--- config.mk ---
export PLATFORM = sky130hd
export DESIGN_NAME = bus_cycle_sequencer_ext_idx
export DESIGN_NICKNAME = d
export VERILOG_FILES = /design/src/rtl/bus_seq_pkg.sv /design/src/rtl/bus_drive_reg.sv /design/src/rtl/bus_cycle_sequencer_ext_idx.sv
export SDC_FILE = /design/constraint.sdc
export NUM_CORES = 1
export LEC_CHECK = 0
export BUFFER_PORTS_ARGS = -buffer_cell sky130_fd_sc_hd__buf_4
export CAP_MARGIN = 30
export CELL_PAD_IN_SITES_DETAIL_PLACEMENT = 1
export CELL_PAD_IN_SITES_GLOBAL_PLACEMENT = 2
export CORE_MARGIN = 5
export CORE_UTILIZATION = 37
export CTS_CLUSTER_DIAMETER = 50
export CTS_CLUSTER_SIZE = 12
export DETAILED_ROUTE_END_ITERATION = 8
export PLACE_DENSITY_LB_ADDON = 0.1
export REMOVE_ABC_BUFFERS = 1
export SETUP_SLACK_MARGIN = 0.05
export SYNTH_ARGS = -nofsm -noshare
export SYNTH_HDL_FRONTEND = slang
export SYNTH_HIERARCHICAL = 1
export SYNTH_SLANG_ARGS = --single-unit
--- constraint.sdc ---
create_clock -name core_clk_in -period 13.3 [get_ports core_clk_in]
set_input_delay 2.66 -clock core_clk_in [delete_from_list [all_inputs] [get_ports core_clk_in]]
set_output_delay 2.66 -clock core_clk_in [all_outputs]
set_load 0.01 [all_outputs]
--- src/rtl/bus_seq_pkg.sv ---
package bus_seq_pkg;
  // ----------------------------------------
  // instruction groups
  // ----------------------------------------
  typedef enum logic [3:0] {
    GRP_JUMP = 4'h0,
    GRP_ACC_READ = 4'h1,
    GRP_ACC_STORE = 4'h2,
    GRP_LOAD16 = 4'h3,
    GRP_STORE16 = 4'h4,
    GRP_RMW = 4'h5,
    GRP_ARITH16 = 4'h6,
    GRP_CALL = 4'h7
  } group_t;
  // ----------------------------------------
  // fixed values
  // ----------------------------------------
  localparam logic [15:0] DUMMY_ADDR = 16'hFFFF;
  localparam logic [1:0] MODE_ZERO = 2'h0;
  localparam logic [2:0] CYC_JUMP = 3'h3;
  localparam logic [2:0] CYC_ACC = 3'h4;
  localparam logic [2:0] CYC_WORD = 3'h5;
  localparam logic [2:0] CYC_LONG = 3'h6;
  localparam logic [15:0] RESET_ADDR = 16'hFFFF;
endpackage

--- src/rtl/bus_drive_reg.sv ---
`timescale 1ns/1ns
`default_nettype none
// ----------------------------------------
// registered bus drive stage
// ----------------------------------------
module bus_drive_reg (
  input wire logic core_clk_in,
  input wire logic rst_in,
  input wire logic [15:0] next_addr_in,
  input wire logic next_rw_in,
  input wire logic [7:0] next_data_in,
  input wire logic next_data_oe_n_in,
  output logic [15:0] addr_out,
  output logic rw_out,
  output logic [7:0] data_out,
  output logic data_oe_n_out
);
  always_ff @(posedge core_clk_in or posedge rst_in) begin
    if (rst_in) begin
      addr_out <= 16'hFFFF;
      rw_out <= 1'b1;
      data_out <= 8'h00;
      data_oe_n_out <= 1'b1;
    end else begin
      addr_out <= next_addr_in;
      rw_out <= next_rw_in;
      data_out <= next_data_in;
      data_oe_n_out <= next_data_oe_n_in;
    end
  end
endmodule
`default_nettype wire

--- src/rtl/bus_cycle_sequencer_ext_idx.sv ---
// Functional notes
// - absolute jump is 3 reads: opcode, target high, target low at successive addresses.
// - absolute accumulator ops take 4 cycles, the fourth reads or stores at the operand.
// - absolute 16-bit loads take 5 cycles, reading high at operand and low at operand+1.
// - absolute 16-bit stores take 5 cycles, writing high then low in cycles 4 and 5.
// - absolute read-modify-write takes 6 cycles: read, dummy FFFF read, write back.
// - absolute 16-bit compare/add/subtract take 6 cycles ending in a dummy FFFF read.
// - absolute call takes 6 cycles: target opcode read, then return low and high pushed.
// - indexed jump takes 3 cycles: opcode, offset, dummy FFFF read.
// - indexed accumulator ops take 4 cycles with a dummy FFFF then access at index+offset.
// - indexed 16-bit loads and stores take 5 cycles, high at X+off then low at X+off+1.
// - indexed read-modify-write takes 6 cycles with dummy reads in cycles 3 and 5.
// - indexed 16-bit compare/add/subtract take 6 cycles, ending in a dummy FFFF read.
// - indexed call takes 6 cycles: dummy, target opcode read, return low then high pushed.
// - internal read data stay off the external bus unless the mode is 0.
`timescale 1ns/1ns
`default_nettype none
module bus_cycle_sequencer_ext_idx
  import bus_seq_pkg::*;
(
  input wire logic core_clk_in,
  input wire logic rst_in,
  input wire logic start_in,
  input wire logic [3:0] group_in,
  input wire logic indexed_in,
  input wire logic [15:0] pc_in,
  input wire logic [15:0] index_in,
  input wire logic [15:0] stack_in,
  input wire logic [15:0] store_data_in,
  input wire logic [7:0] new_operand_in,
  input wire logic [1:0] mode_in,
  input wire logic internal_in,
  input wire logic [7:0] internal_data_in,
  input wire logic [7:0] bus_data_in,
  output logic [15:0] addr_out,
  output logic rw_out,
  output logic [7:0] data_out,
  output logic data_oe_n_out,
  output logic busy_out,
  output logic [2:0] cycle_out,
  output logic done_out,
  output logic [15:0] operand_out
);
  // ----------------------------------------
  // sequence state
  // ----------------------------------------
  typedef enum logic [1:0] {
    ST_IDLE = 2'b01,
    ST_RUN = 2'b10
  } state_t;
  state_t state;
  group_t grp;
  logic idx;
  logic [2:0] cyc;
  logic [2:0] last;
  logic [15:0] pc;
  logic [15:0] xr;
  logic [15:0] sp;
  logic [15:0] wdata;
  logic [15:0] ea;
  logic [15:0] ea_now;
  logic grab_low;
  logic [15:0] ret;
  logic [15:0] opnd;
  logic [7:0] rd_byte;
  logic [15:0] next_addr;
  logic next_rw;
  logic [7:0] next_data;
  logic [2:0] next_last;

  function automatic logic [2:0] cycles_of(input logic [3:0] g);
    case (g)
      GRP_JUMP: cycles_of = CYC_JUMP;
      GRP_ACC_READ, GRP_ACC_STORE: cycles_of = CYC_ACC;
      GRP_LOAD16, GRP_STORE16: cycles_of = CYC_WORD;
      default: cycles_of = CYC_LONG;
    endcase
  endfunction

  assign next_last = cycles_of(group_in);
  // on-chip reads come from the internal path, never the pins
  assign rd_byte = internal_in ? internal_data_in : bus_data_in;

  // ----------------------------------------
  // cycle counter
  // ----------------------------------------
  always_ff @(posedge core_clk_in or posedge rst_in) begin
    if (rst_in) begin
      state <= ST_IDLE;
      cyc <= 3'h1;
      last <= CYC_JUMP;
      grp <= GRP_JUMP;
      idx <= 1'b0;
      pc <= 16'h0000;
      xr <= 16'h0000;
      sp <= 16'h0000;
      wdata <= 16'h0000;
    end else begin
      case (state)
        ST_IDLE: begin
          if (start_in) begin
            state <= ST_RUN;
            cyc <= 3'h1;
            last <= next_last;
            grp <= group_t'(group_in);
            idx <= indexed_in;
            pc <= pc_in;
            xr <= index_in;
            sp <= stack_in;
            wdata <= store_data_in;
          end
        end
        ST_RUN: begin
          if (cyc == last) begin
            state <= ST_IDLE;
            cyc <= 3'h1;
          end else begin
            cyc <= cyc + 3'h1;
          end
          if (grp == GRP_RMW && cyc == 3'h5) begin
            wdata <= {8'h00, new_operand_in};
          end
        end
        default: state <= ST_IDLE;
      endcase
    end
  end

  // ----------------------------------------
  // address capture from the fetched bytes
  // ----------------------------------------
  // a bus byte stands one count behind cyc, so the low address byte is used straight from rd_byte
  // while cycle 4 is planned; indexed sum is formed in the dummy
  assign ea_now = idx ? xr + ea : {ea[15:8], rd_byte};

  always_ff @(posedge core_clk_in or posedge rst_in) begin
    if (rst_in) begin
      ea <= 16'h0000;
      opnd <= 16'h0000;
      grab_low <= 1'b0;
    end else begin
      // cycle 5 data arrive after the sequence may already be idle
      grab_low <= state == ST_RUN && cyc == 3'h5;
      if (grab_low) begin
        opnd[7:0] <= rd_byte;
      end
      if (state == ST_RUN) begin
        if (!idx && cyc == 3'h3) begin
          ea[15:8] <= rd_byte;
        end
        if (!idx && cyc == 3'h4) begin
          ea[7:0] <= rd_byte;
        end
        if (idx && cyc == 3'h3) begin
          ea <= {8'h00, rd_byte};
        end
        if (idx && cyc == 3'h4) begin
          ea <= ea_now;
        end
        if (cyc == 3'h5) begin
          opnd[15:8] <= rd_byte;
        end
      end
    end
  end

  // return address is the byte after the call instruction
  assign ret = idx ? pc + 16'h0002 : pc + 16'h0003;

  // ----------------------------------------
  // per-cycle bus plan
  // ----------------------------------------
  always_comb begin
    next_addr = DUMMY_ADDR;
    next_rw = 1'b1;
    next_data = 8'h00;
    if (state == ST_RUN) begin
      case (cyc)
        3'h1: next_addr = pc;
        3'h2: next_addr = pc + 16'h0001;
        3'h3: next_addr = idx ? DUMMY_ADDR : pc + 16'h0002;
        3'h4: begin
          next_addr = ea_now;
          if (grp == GRP_ACC_STORE) begin
            next_rw = 1'b0;
            next_data = wdata[7:0];
          end else if (grp == GRP_STORE16) begin
            next_rw = 1'b0;
            next_data = wdata[15:8];
          end else if (grp == GRP_CALL) begin
            next_addr = ea_now;
          end
        end
        3'h5: begin
          case (grp)
            GRP_LOAD16, GRP_ARITH16: next_addr = ea + 16'h0001;
            GRP_STORE16: begin
              next_addr = ea + 16'h0001;
              next_rw = 1'b0;
              next_data = wdata[7:0];
            end
            GRP_RMW: next_addr = DUMMY_ADDR;
            GRP_CALL: begin
              next_addr = sp;
              next_rw = 1'b0;
              next_data = ret[7:0];
            end
            default: next_addr = DUMMY_ADDR;
          endcase
        end
        3'h6: begin
          case (grp)
            GRP_RMW: begin
              next_addr = ea;
              next_rw = 1'b0;
              next_data = new_operand_in;
            end
            GRP_CALL: begin
              next_addr = sp - 16'h0001;
              next_rw = 1'b0;
              next_data = ret[15:8];
            end
            default: next_addr = DUMMY_ADDR;
          endcase
        end
        default: next_addr = DUMMY_ADDR;
      endcase
    end
  end

  // ----------------------------------------
  // registered pins and echo of internal reads
  // ----------------------------------------
  logic next_echo;
  assign next_echo = internal_in && next_rw && (mode_in == MODE_ZERO);

  bus_drive_reg u_drive (
    .core_clk_in(core_clk_in),
    .rst_in(rst_in),
    .next_addr_in(next_addr),
    .next_rw_in(next_rw),
    .next_data_in(next_rw ? internal_data_in : next_data),
    .next_data_oe_n_in(next_rw ? !next_echo : 1'b0),
    .addr_out(addr_out),
    .rw_out(rw_out),
    .data_out(data_out),
    .data_oe_n_out(data_oe_n_out)
  );

  // ----------------------------------------
  // status
  // ----------------------------------------
  always_ff @(posedge core_clk_in or posedge rst_in) begin
    if (rst_in) begin
      busy_out <= 1'b0;
      cycle_out <= 3'h0;
      done_out <= 1'b0;
      operand_out <= 16'h0000;
    end else begin
      busy_out <= state == ST_RUN;
      cycle_out <= state == ST_RUN ? cyc : 3'h0;
      done_out <= state == ST_RUN && cyc == last;
      operand_out <= opnd;
    end
  end

  // ----------------------------------------
  // checks
  // ----------------------------------------
  jump_len_a: assert property (@(posedge core_clk_in) disable iff (rst_in)
    state == ST_IDLE && start_in && group_in == GRP_JUMP |=> ##3 done_out)
    else $error("jump length wrong");
  acc_len_a: assert property (@(posedge core_clk_in) disable iff (rst_in)
    state == ST_IDLE && start_in && group_in == GRP_ACC_STORE |=> ##4 (done_out && !rw_out))
    else $error("acc store fourth cycle wrong");
  word_len_a: assert property (@(posedge core_clk_in) disable iff (rst_in)
    state == ST_IDLE && start_in && group_in == GRP_LOAD16 |=> ##5 (done_out && rw_out))
    else $error("word load length wrong");
  store_hi_a: assert property (@(posedge core_clk_in) disable iff (rst_in)
    busy_out && cycle_out == 3'h5 && grp == GRP_STORE16 |-> !rw_out && $past(!rw_out))
    else $error("store bytes not written");
  rmw_dummy_a: assert property (@(posedge core_clk_in) disable iff (rst_in)
    busy_out && cycle_out == 3'h5 && grp == GRP_RMW |-> addr_out == DUMMY_ADDR && rw_out)
    else $error("rmw dummy wrong");
  arith_tail_a: assert property (@(posedge core_clk_in) disable iff (rst_in)
    busy_out && cycle_out == 3'h6 && grp == GRP_ARITH16 |-> addr_out == DUMMY_ADDR && rw_out)
    else $error("arith tail wrong");
  call_push_a: assert property (@(posedge core_clk_in) disable iff (rst_in)
    busy_out && cycle_out == 3'h6 && grp == GRP_CALL |-> addr_out == $past(addr_out) - 16'h0001)
    else $error("call push order wrong");
  idx_dummy_a: assert property (@(posedge core_clk_in) disable iff (rst_in)
    busy_out && cycle_out == 3'h3 && idx |-> addr_out == DUMMY_ADDR && rw_out)
    else $error("indexed dummy wrong");
  write_drive_a: assert property (@(posedge core_clk_in) disable iff (rst_in)
    !rw_out |-> !data_oe_n_out && busy_out)
    else $error("write without drive");
  rmw_write_a: assert property (@(posedge core_clk_in) disable iff (rst_in)
    busy_out && cycle_out == 3'h6 && grp == GRP_RMW |-> !rw_out && addr_out == $past(addr_out, 2))
    else $error("rmw write back wrong");
  call_low_a: assert property (@(posedge core_clk_in) disable iff (rst_in)
    busy_out && cycle_out == 3'h5 && grp == GRP_CALL |-> !rw_out && addr_out == sp)
    else $error("call low push wrong");
  echo_mode_a: assert property (@(posedge core_clk_in) disable iff (rst_in)
    rw_out && !data_oe_n_out |-> $past(mode_in == MODE_ZERO && internal_in))
    else $error("internal read echoed");
endmodule
`default_nettype wire

==> results of run 1 <==
[power by group through the flow]
stage	Sequential [W]	Clock, W	Combinational (W)
floorplan	0.000877	0	0.000849
global placement	0.000949	0	0.00124
detailed placement	0.000952	0	0.00127
CTS	0.000944	0.000525	0.00128
global route	0.000977	0.000542	0.00142
finish	0.000950	0.000514	0.00127
[logic make-up after synthesis]
kind of cell	Yosys count
AND/OR/NAND/NOR	506
AO/OA/AOI/OAI	262
flip-flops	157
buffers and inverters	91
XOR/XNOR	58
multiplexers	31
adder cells (fa/ha/maj)	28
[sequential cells by signal, summed over array words and instances (netlist names)]
| name | flops |
|---|---|
| busy_out | 1 |
| cyc | 3 |
| cycle_out | 3 |
| done_out | 1 |
| ea | 16 |
| grab_low | 1 |
| grp | 4 |
| idx | 1 |
| last | 3 |
| operand_out | 16 |
| opnd | 16 |
| pc | 16 |
| sp | 16 |
| state | 2 |
| u_drive/addr_out | 16 |
| u_drive/data_oe_n_out | 1 |
| u_drive/data_out | 8 |
| u_drive/rw_out | 1 |
| wdata | 16 |
| xr | 16 |
[layout make-up]
type | count | area [sq um]
flip-flops and latches | 157 | 3960
repair buffers | 158 | 1200
well taps | 330 | 413
clock inverters | 15 | 183
clock buffers | 17 | 425
inverters | 21 | 81.3
fillers | 2989 | 13800
multi-input cells | 885 | 5190
[path summary, 6_finish.rpt]
check	start	endpoint	slack, ps	cells after the start
max in group asynchronous	rst_in	sp[8]	9500	3
setup reg to reg	cyc[2]	u_drive/addr_out[15]	9840	9
hold / removal	opnd[7]	operand_out[7]	370	0
setup / recovery	internal_in	u_drive/addr_out[2]	9210	5
hold reg to reg	opnd[7]	operand_out[7]	370	0
min in group asynchronous	rst_in	u_drive/data_out[1]	2330	3
[cell usage after synthesis (11+ instances only)]
| cell | number | area, sq um |
|---|---|---|
| nand2_1 | 261 | 980 |
| dfrtp_1 | 135 | 3380 |
| nor2_1 | 91 | 342 |
| a21oi_1 | 71 | 355 |
| o21ai_0 | 71 | 355 |
| clkbuf_1 | 44 | 165 |
| nand3_1 | 37 | 185 |
| xnor2_1 | 36 | 315 |
| ha_1 | 27 | 338 |
| dfstp_2 | 22 | 578 |
| xor2_1 | 22 | 193 |
| inv_1 | 19 | 71.3 |
| mux2i_1 | 19 | 190 |
| nor3_1 | 17 | 85.1 |
| buf_2 | 16 | 80.1 |
| nand4_1 | 13 | 81.3 |
| nor4_1 | 13 | 81.3 |
| and3_1 | 12 | 75.1 |
| mux2_2 | 12 | 135 |
| a211oi_1 | 11 | 82.6 |
| nor2b_1 | 11 | 68.8 |
[worst register-to-register path: cells and delay by family, from the launching register on]
family                   cells  cell delay, ps
adder cells (fa/ha/maj)      1             280
buffers and inverters        2             480
flip-flops                   1             670
AND/OR/NAND/NOR              3            1190
AO/OA/AOI/OAI                3             750
[through the flow]
stage / hold WS (ps) / cells / instance area [sq um]
final: 372 / 1583 / 11400
after floorplan: 354 / 1063 / 9220
after CTS: 372 / 1583 / 11400
after global placement: 359 / 1549 / 10800
after detailed placement: 362 / 1551 / 10800
after global routing: 383 / 1583 / 11400
[layer usage]
| metal | vias up | global-route usage (%) | share of wire [%] |
|---|---|---|---|
| li1 | 4192 | - | - |
| met5 | - | 0 | 0 |
| met3 | 42 | 3.11 | 4.6 |
| met4 | 0 | 6.22 | 1.9 |
| met1 | 4431 | 33.6 | 47 |
| met2 | 233 | 38.1 | 47 |
[placed cells by master, fill, tap and decap left out, drive strengths merged, types with 7 or more instances in the layout]
master  netlist  routed
ha           27      27
xor2         22      22
inv          21      30
a31oi        10      10
and3         12      12
nor2         91      91
mux2i        19      19
nand4        14      14
nor2b        11      11
xnor2        36      36
nand2       262     262
or3           9       9
nor3         18      18
o221ai        8       8
a22oi         8       8
o21ai        76      76
mux2         12      12
dfstp        22      22
buf          24     158
nor4         15      15
and2         10      10
o211ai       11      11
dfrtp       135     135
nand3        38      38
nand2b        9       9
clkbuf       46      17
a21oi        71      71
a211oi       11      11
o31ai         7       7
==> summary.txt, run 1 <==
STA
  • Final setup fails: 0
  • Worst rel slew slack: approximately a third
  • Setup ws final: 9210 ps
  • Worst Tran Pin Value: just under 1000 ps
  • Final hold violations: 0
  • RSZ-0062 raised after global routing: no
  • Achievable Freq: about 240 MHz
  • Clock skew: 12.3 ps
  • Slew Viols, Final: 0
  • Minimum clock period: 4090 ps
  • Fin Setup TNS: 0 ps
  • Crit share post-route: a little under a third

Clock tree
  • Reg clk slew, reported paths: 80 ps
  • Max clock buf depth: 2
  • CTS tree: yes
  • Total setup buffers inserted after CTS: 0
  • Cts bufs inserted: 17
  • Clock sinks: 157
  • Cts hold-fix bufs: 0
  • H-tree depth: 4
  • Worst skew pair latency: 440 ps
  • Resized cells post-CTS: 0
  • Clock root cell: clkbuf_16

Logic synthesis
  • Mux contribution to synthesized area: 3.42%
  • Syn. warnings: 6
  • Largest family of logic cells by synthesized area: simple AND/OR/NAND/NOR gates
  • Avg Cell Area, Syn: 8.40 sq um
  • Register area share after synthesis: between 40% and 50%
  • Synth Area in Simple Gates: 24.1%
  • Mapped cell area: 9520 sq um
  • Post-Synthesis Cells: 1133
  • Synth Area in Adders: 3.76%
  • Main synth FF type: dfrtp_1
  • Post-synth cell types: 82
  • XOR/XNOR Fraction of Synth Area: 5.34%
  • Seq cells post-synth: 157
  • Synth Area in Compound Gates: 17.8%
  • Number of synthesized flops with an enable pin: 0
  • Ys async rst share: 100%

Place
  • Dpl ws: 8770 ps
  • Number of I/O port buffers: 145
  • Final HPWL DP: approximately 26000 microns
  • Gpl congestion: slightly below 0.9

Die
  • Core area: 25300 sq um
  • Floorplan row count: 58
  • Starting Density: 37.7%
  • Die Y: roughly 170 microns
  • Die width: ~170 microns
  • Die area: 29000 sq um
  • # IOs: 146

Pwr
  • P_leak: around 5.0 nW
  • Int Power: 0.00144 W
  • Sw Pwr: 0.00130 W
  • PD cells: 239 nW/um^2
  • Seq pwr share: between 30% and 40%
  • Switching Share: a little under half
  • Total power: 0.00274 W
  • Worst vdd ir: 0.0954 mV
  • Combinational share of power: a little under half
  • Clk network pwr share: 18.8%

Global route
  • Vias in the first global route: approximately 9000
  • First-pass GRT wire length: 53100 microns
  • Total track usage: about a quarter
  • Initial antenna violation count: 0
  • Largest net degree at the start of global routing: 73
  • GR Overflow Total: 0

Layout
  • Layout cell share with drive strength beyond 1: about 20%
  • Ant diodes: 0
  • Nets: ~1400
  • Core Util, Final: 45.3%
  • Layout area overhead: 20.2%

Critical path
  • Crit start category: input port
  • Arr. time, crit path: 4430 ps
  • Worst path bufs/invs: 1
  • Worst path cell trace: buf_4 -> mux2i_1 -> o21ai_0 -> a211oi_1 -> nand3_1
  • CP endpoint kind: register
  • Worst path max stage delay: around 660 ps
  • Max FO, Critical Path: 11
  • Crit-path slowest cell: mux2i_1
  • CP top delay family: compound AO/OA/AOI/OAI gates
  • CP Data Required Time: 13640 ps
  • Kind of critical path: input port to register

Drt
  • Post-Route WL: 34600 microns
  • Detailed-route DRC error count: 0
  • Via count: slightly below 9000
  • Initial DRC count: between 600 and 700
  • Avg WL per Cell: between 20 and 25 microns
  • ANT nets after route: 0
  • 1st-pass router iterations: 4
  • DR vias/cell: around 5.6

Run
  • Total of max-cap violations: 0

Min path
  • Min-delay worst type: register to register

Run status
  • Status: complete, no violations
No activity file was read; power rests on OpenSTA's default activity.
==> run 2, diff against run 1 <==
--- a/config.mk
+++ b/config.mk
@@ -10,7 +10,7 @@
 export CELL_PAD_IN_SITES_DETAIL_PLACEMENT = 1
 export CELL_PAD_IN_SITES_GLOBAL_PLACEMENT = 2
 export CORE_MARGIN = 5
-export CORE_UTILIZATION = 37
+export CORE_UTILIZATION = 31
 export CTS_CLUSTER_DIAMETER = 50
 export CTS_CLUSTER_SIZE = 12
 export DETAILED_ROUTE_END_ITERATION = 8
==> constraint.sdc (replaced) <==
create_clock -name core_clk_in -period 3.64 [get_ports core_clk_in]
set_input_delay 0.728 -clock core_clk_in [delete_from_list [all_inputs] [get_ports core_clk_in]]
set_output_delay 0.728 -clock core_clk_in [all_outputs]
set_load 0.01 [all_outputs]
==> summary.txt, run 2 (same netlist as run 1, synthesis figures left out) <==
Pwr
  • Worst vdd ir: about 0.36 mV
  • Total power: 0.0101 W
  • PD cells: between 800 and 900 nW/um^2
  • P_leak: slightly above 5 nW

Critical path
  • Kind of critical path: register to register
  • Crit-path slowest cell: dfrtp_1
  • Worst path cell trace: inv_1 -> ha_1 -> and2_4 -> nor3_4 -> o21ai_1 -> a221oi_2 -> o211ai_1 -> or4b_1
  • Arr. time, crit path: approximately 3600 ps
  • Crit start category: register
  • Worst path bufs/invs: 1
  • CP endpoint kind: register
  • CP top delay family: simple AND/OR/NAND/NOR gates
  • Worst path max stage delay: a little over 600 ps
  • CP Data Required Time: 3990 ps
  • Max FO, Critical Path: 16

STA
  • Final setup fails: 0
  • Slew Viols, Final: 0
  • Worst Tran Pin Value: 824 ps
  • Clock skew: around 17 ps
  • Final hold violations: 0
  • Minimum clock period: about 3300 ps
  • Crit share post-route: 90.0%
  • Achievable Freq: 305 MHz
  • Setup ws final: 364 ps
  • Worst rel slew slack: 44.9%
  • RSZ-0062 raised after global routing: no

Drt
  • Initial DRC count: between 600 and 700
  • Detailed-route DRC error count: 0
  • Post-Route WL: 36400 microns
  • 1st-pass router iterations: 5
  • Avg WL per Cell: 21.8 microns
  • DR vias/cell: 5.26
  • Via count: 8803
  • ANT nets after route: 0

Place
  • Gpl congestion: 0.865
  • Dpl cell area: 11100 sq um
  • Final HPWL DP: 28000 microns
  • Dpl cells: 1640
  • Number of I/O port buffers: 145
  • Dpl ws: between 400 and 500 ps

Clock tree
  • H-tree depth: 4
  • Worst skew pair latency: 450 ps
  • Cts bufs inserted: 17
  • Cts hold-fix bufs: 0
  • Resized cells post-CTS: 0
  • Clock root cell: clkbuf_16
  • Max clock buf depth: 2
  • Total setup buffers inserted after CTS: 0
  • Reg clk slew, reported paths: 70 ps
  • CTS tree: yes
  • Clock sinks: 157

Global route
  • Initial antenna violation count: 1
  • First-pass GRT wire length: 55800 microns
  • Vias in the first global route: 9193
  • GR Overflow Total: 0
  • Largest net degree at the start of global routing: between 70 and 80
  • Total track usage: 21.3%

Die
  • # IOs: around 150
  • Die Y: 185 microns
  • Die area: approximately 34000 sq um
  • Die width: 185 microns
  • Floorplan row count: 64
  • Core area: 30400 sq um
  • Starting Density: 31.3%

Layout
  • Design area: between 10000 and 15000 sq um
  • Layout cell share with drive strength beyond 1: a little over a fifth
  • Layout area overhead: 23.1%
  • Nets: 1390
  • Highest-count cells in the layout ignoring fill and taps: nand2_1 (261), buf_4 (180), dfrtp_1 (135)
  • Ant diodes: 0
  • Core Util, Final: 38.5%
  • Commonest non-fill, non-tap cell in the layout: nand2_1
  • Finished Layout Cells: around 1700

Run status
  • Status: complete, no violations

Run
  • Total of max-cap violations: 0

Min path
  • Min-delay worst type: register to register
[run 2: cell count changes in the layout (fill, tap and decap cells not counted), sizes merged]
cell / change
clkinvlp: +2
inv: -3
buf: +23
bufinv: +1
[run 2: power by group]
part | leakage, nW | internal, W | switching (W)
Sequential | 1.78 | 0.00246 | 0.000947
Combinational | 3.05 | 0.00191 | 0.00292
Clock | 0.295 | 0.000997 | 0.000908
Total | 5.12 | 0.00537 | 0.00477
[run 2: worst paths after layout]
| kind | endpoint | cells after the start | slack (ps) | start |
|---|---|---|---|---|
| worst min register to register | operand_out[9] | 0 | 380 | opnd[9] |
| min in group asynchronous | opnd[14] | 2 | 400 | rst_in |
| worst max register to register | u_drive/addr_out[15] | 8 | 360 | cyc[2] |
| worst min-delay path | operand_out[9] | 0 | 380 | opnd[9] |
| max in group asynchronous | last[0] | 3 | 2450 | rst_in |
| worst max-delay path | u_drive/addr_out[15] | 8 | 360 | cyc[2] |
[run 2: final cells by class]
type | instances | area [sq um]
fillers | 3652 | 18700
clock inverters | 15 | 201
flip-flops and latches | 157 | 3960
repair buffers | 181 | 1370
well taps | 396 | 495
multi-input cells | 885 | 5190
inverters | 21 | 83.8
clock buffers | 17 | 425
[run 2: layer usage]
metal	routed length [microns]	track usage, %	part of all wire, %
met1	17300	30.4	48
met2	16700	33.3	46
met3	1560	3.65	4.3
met4	808	6.25	2.2
met5	13	0	0.036
[run 2: stage by stage]
stage,hold WS (ps),TNS (ps)
CTS,383,0
global route,396,0
detailed placement,365,0
global placement,359,0
finish,381,0
floorplan,354,-83150
==> run 3, diff against run 2 <==
--- a/config.mk
+++ b/config.mk
@@ -10,8 +10,7 @@
 export CELL_PAD_IN_SITES_DETAIL_PLACEMENT = 1
 export CELL_PAD_IN_SITES_GLOBAL_PLACEMENT = 2
 export CORE_MARGIN = 5
-export CORE_UTILIZATION = 31
-export CTS_CLUSTER_DIAMETER = 50
+export CORE_UTILIZATION = 34
 export CTS_CLUSTER_SIZE = 12
 export DETAILED_ROUTE_END_ITERATION = 8
 export PLACE_DENSITY_LB_ADDON = 0.1
==> constraint.sdc (replaced) <==
create_clock -name core_clk_in -period 3.4 [get_ports core_clk_in]
set_input_delay 0.17 -clock core_clk_in [delete_from_list [all_inputs] [get_ports core_clk_in]]
set_output_delay 0.17 -clock core_clk_in [all_outputs]
set_load 0.01 [all_outputs]
==> summary.txt, run 3 (same netlist as run 1, synthesis figures left out) <==
Die
  • Die area: between 30000 and 40000 sq um
  • Floorplan row count: 61
  • # IOs: 146
  • Core area: approximately 28000 sq um
  • Die Y: approximately 180 microns
  • Die width: 177 microns
  • Starting Density: 34.4%

Clock tree
  • Reg clk slew, reported paths: 90 ps
  • Resized cells post-CTS: 0
  • Worst skew pair latency: 450 ps
  • CTS tree: yes
  • Cts bufs inserted: 17
  • H-tree depth: 4
  • Clock sinks: between 150 and 200
  • Total setup buffers inserted after CTS: 0
  • Clock root cell: clkbuf_16
  • Max clock buf depth: 2

STA
  • Slew Viols, Final: 0
  • Crit share post-route: a little under nine tenths
  • Final setup fails: 0
  • Clock skew: 15.1 ps
  • Achievable Freq: 343 MHz
  • Final hold violations: 0
  • Minimum clock period: 2920 ps
  • Worst rel slew slack: between 40% and 50%
  • RSZ-0062 raised after global routing: no
  • Worst Tran Pin Value: 836 ps
  • Setup ws final: 480 ps

Pwr
  • P_leak: 5.46 nW
  • Total power: 0.0110 W
  • PD cells: ~880 nW/um^2
  • Worst vdd ir: 0.393 mV

Layout
  • FF/Latch Area: 3960 sq um
  • Ant diodes: 0
  • Design area: about 12000 sq um
  • Nets: 1471
  • Layout cell share with drive strength beyond 1: 20.5%
  • Core Util, Final: 45.0%
  • Layout area overhead: 31.1%
  • Finished Layout Cells: 1735
  • # fillers: 3236
  • Footprint of the multi-input gates: 5190 sq um
  • Commonest non-fill, non-tap cell in the layout: nand2_1
  • Highest-count cells in the layout ignoring fill and taps: nand2_1 (261), buf_4 (188), dfrtp_1 (135)

Critical path
  • Kind of critical path: register to register
  • Crit start category: register
  • Worst Reg-to-Reg Cells: 8
  • Reg2reg start: cyc[2]
  • Arr. time, crit path: 3280 ps
  • Max FO, Critical Path: 16
  • Worst R2R End: u_drive/addr_out[15]
  • CP Data Required Time: 3760 ps
  • CP endpoint kind: register
  • Flop2flop setup slack: 480 ps

Drt
  • Initial DRC count: 634
  • Via count: roughly 9000
  • 1st-pass router iterations: 6
  • ANT nets after route: 0
  • Post-Route WL: 36300 microns
  • DR vias/cell: between 5 and 6
  • Detailed-route DRC error count: 0
  • Avg WL per Cell: roughly 21 microns

Global route
  • Total track usage: 23.4%
  • Vias in the first global route: 9600
  • Met1 usage: 33.8%
  • Layer carrying the most global-route usage: met2
  • GR Overflow Total: 0
  • First-pass GRT wire length: 56600 microns
  • Initial antenna violation count: 0
  • Largest net degree at the start of global routing: 69
  • Met2 Usage GRT: 36.6%
  • Met3 Track Usage GR: 3.15%

Place
  • Gpl congestion: between 0.9 and 1
  • Dpl cells: 1630
  • Final HPWL DP: 27300 microns
  • Dpl cell area: around 11000 sq um
  • Dpl ws: 510 ps
  • Number of I/O port buffers: 145

Min path
  • Hold Path Depth: 3
  • Min-delay worst type: input port to register
  • HP Start: store_data_in[1]
  • Hold path endpoint: wdata[1]

Run
  • Total of max-cap violations: 0

Run status
  • Status: complete, no violations
==> run 3: per-stage QoR <==
step	hold WS, ps	TNS (ps)
floorplan	197	-43030
global placement	310	0
detailed placement	316	0
CTS	6.14	0
global route	21.4	0
finish	17.3	0
==> run 3: cell type report <==
type,instances,area share [%]
clock buffers,17,3.41
clock inverters,15,1.51
repair buffers,262,17.3
inverters,21,0.672
multi-input cells,885,41.6
flip-flops and latches,157,31.7
well taps,378,3.79
==> run 3: worst max path at each step <==
stage / from / to / slack, ps / depth (start not counted)
3_5_place_dp: cyc[2] / u_drive/addr_out[2] / 510 / 8
2_1_floorplan: state[0] / wdata[0] / -650 / 5
5_1_grt: cyc[2] / u_drive/addr_out[13] / 280 / 8
4_1_cts: cyc[2] / u_drive/addr_out[2] / 490 / 8
3_3_place_gp: cyc[2] / u_drive/addr_out[2] / 480 / 8
6_report: cyc[2] / u_drive/addr_out[15] / 480 / 8
==> run 3: critical path: stages (launching register included) <==
cell and delay [ps]:
dfrtp_1 680, inv_1 260, ha_1 350, and2_4 220
nor3_4 170, o21ai_1 190, a221oi_2 220, o211ai_1 200
or4b_1 550
==> run 3: repair_timing <==
item                       4_1_cts  5_1_grt
hold endpoints to repair       144        0
hold buffers                    73        0
setup endpoints to repair        0        0
==> run 3: power breakdown <==
group	switching, W	internal (W)
clock network	0.00101	0.00100
logic	0.00321	0.00216
registers	0.000935	0.00264
total	0.00516	0.00580
==> run 3: layer usage <==
metal	share of wire, %	vias up
li1	-	4402
met1	48	4497
met2	45	223
met3	4.2	49
met4	2.4	0
met5	0	-
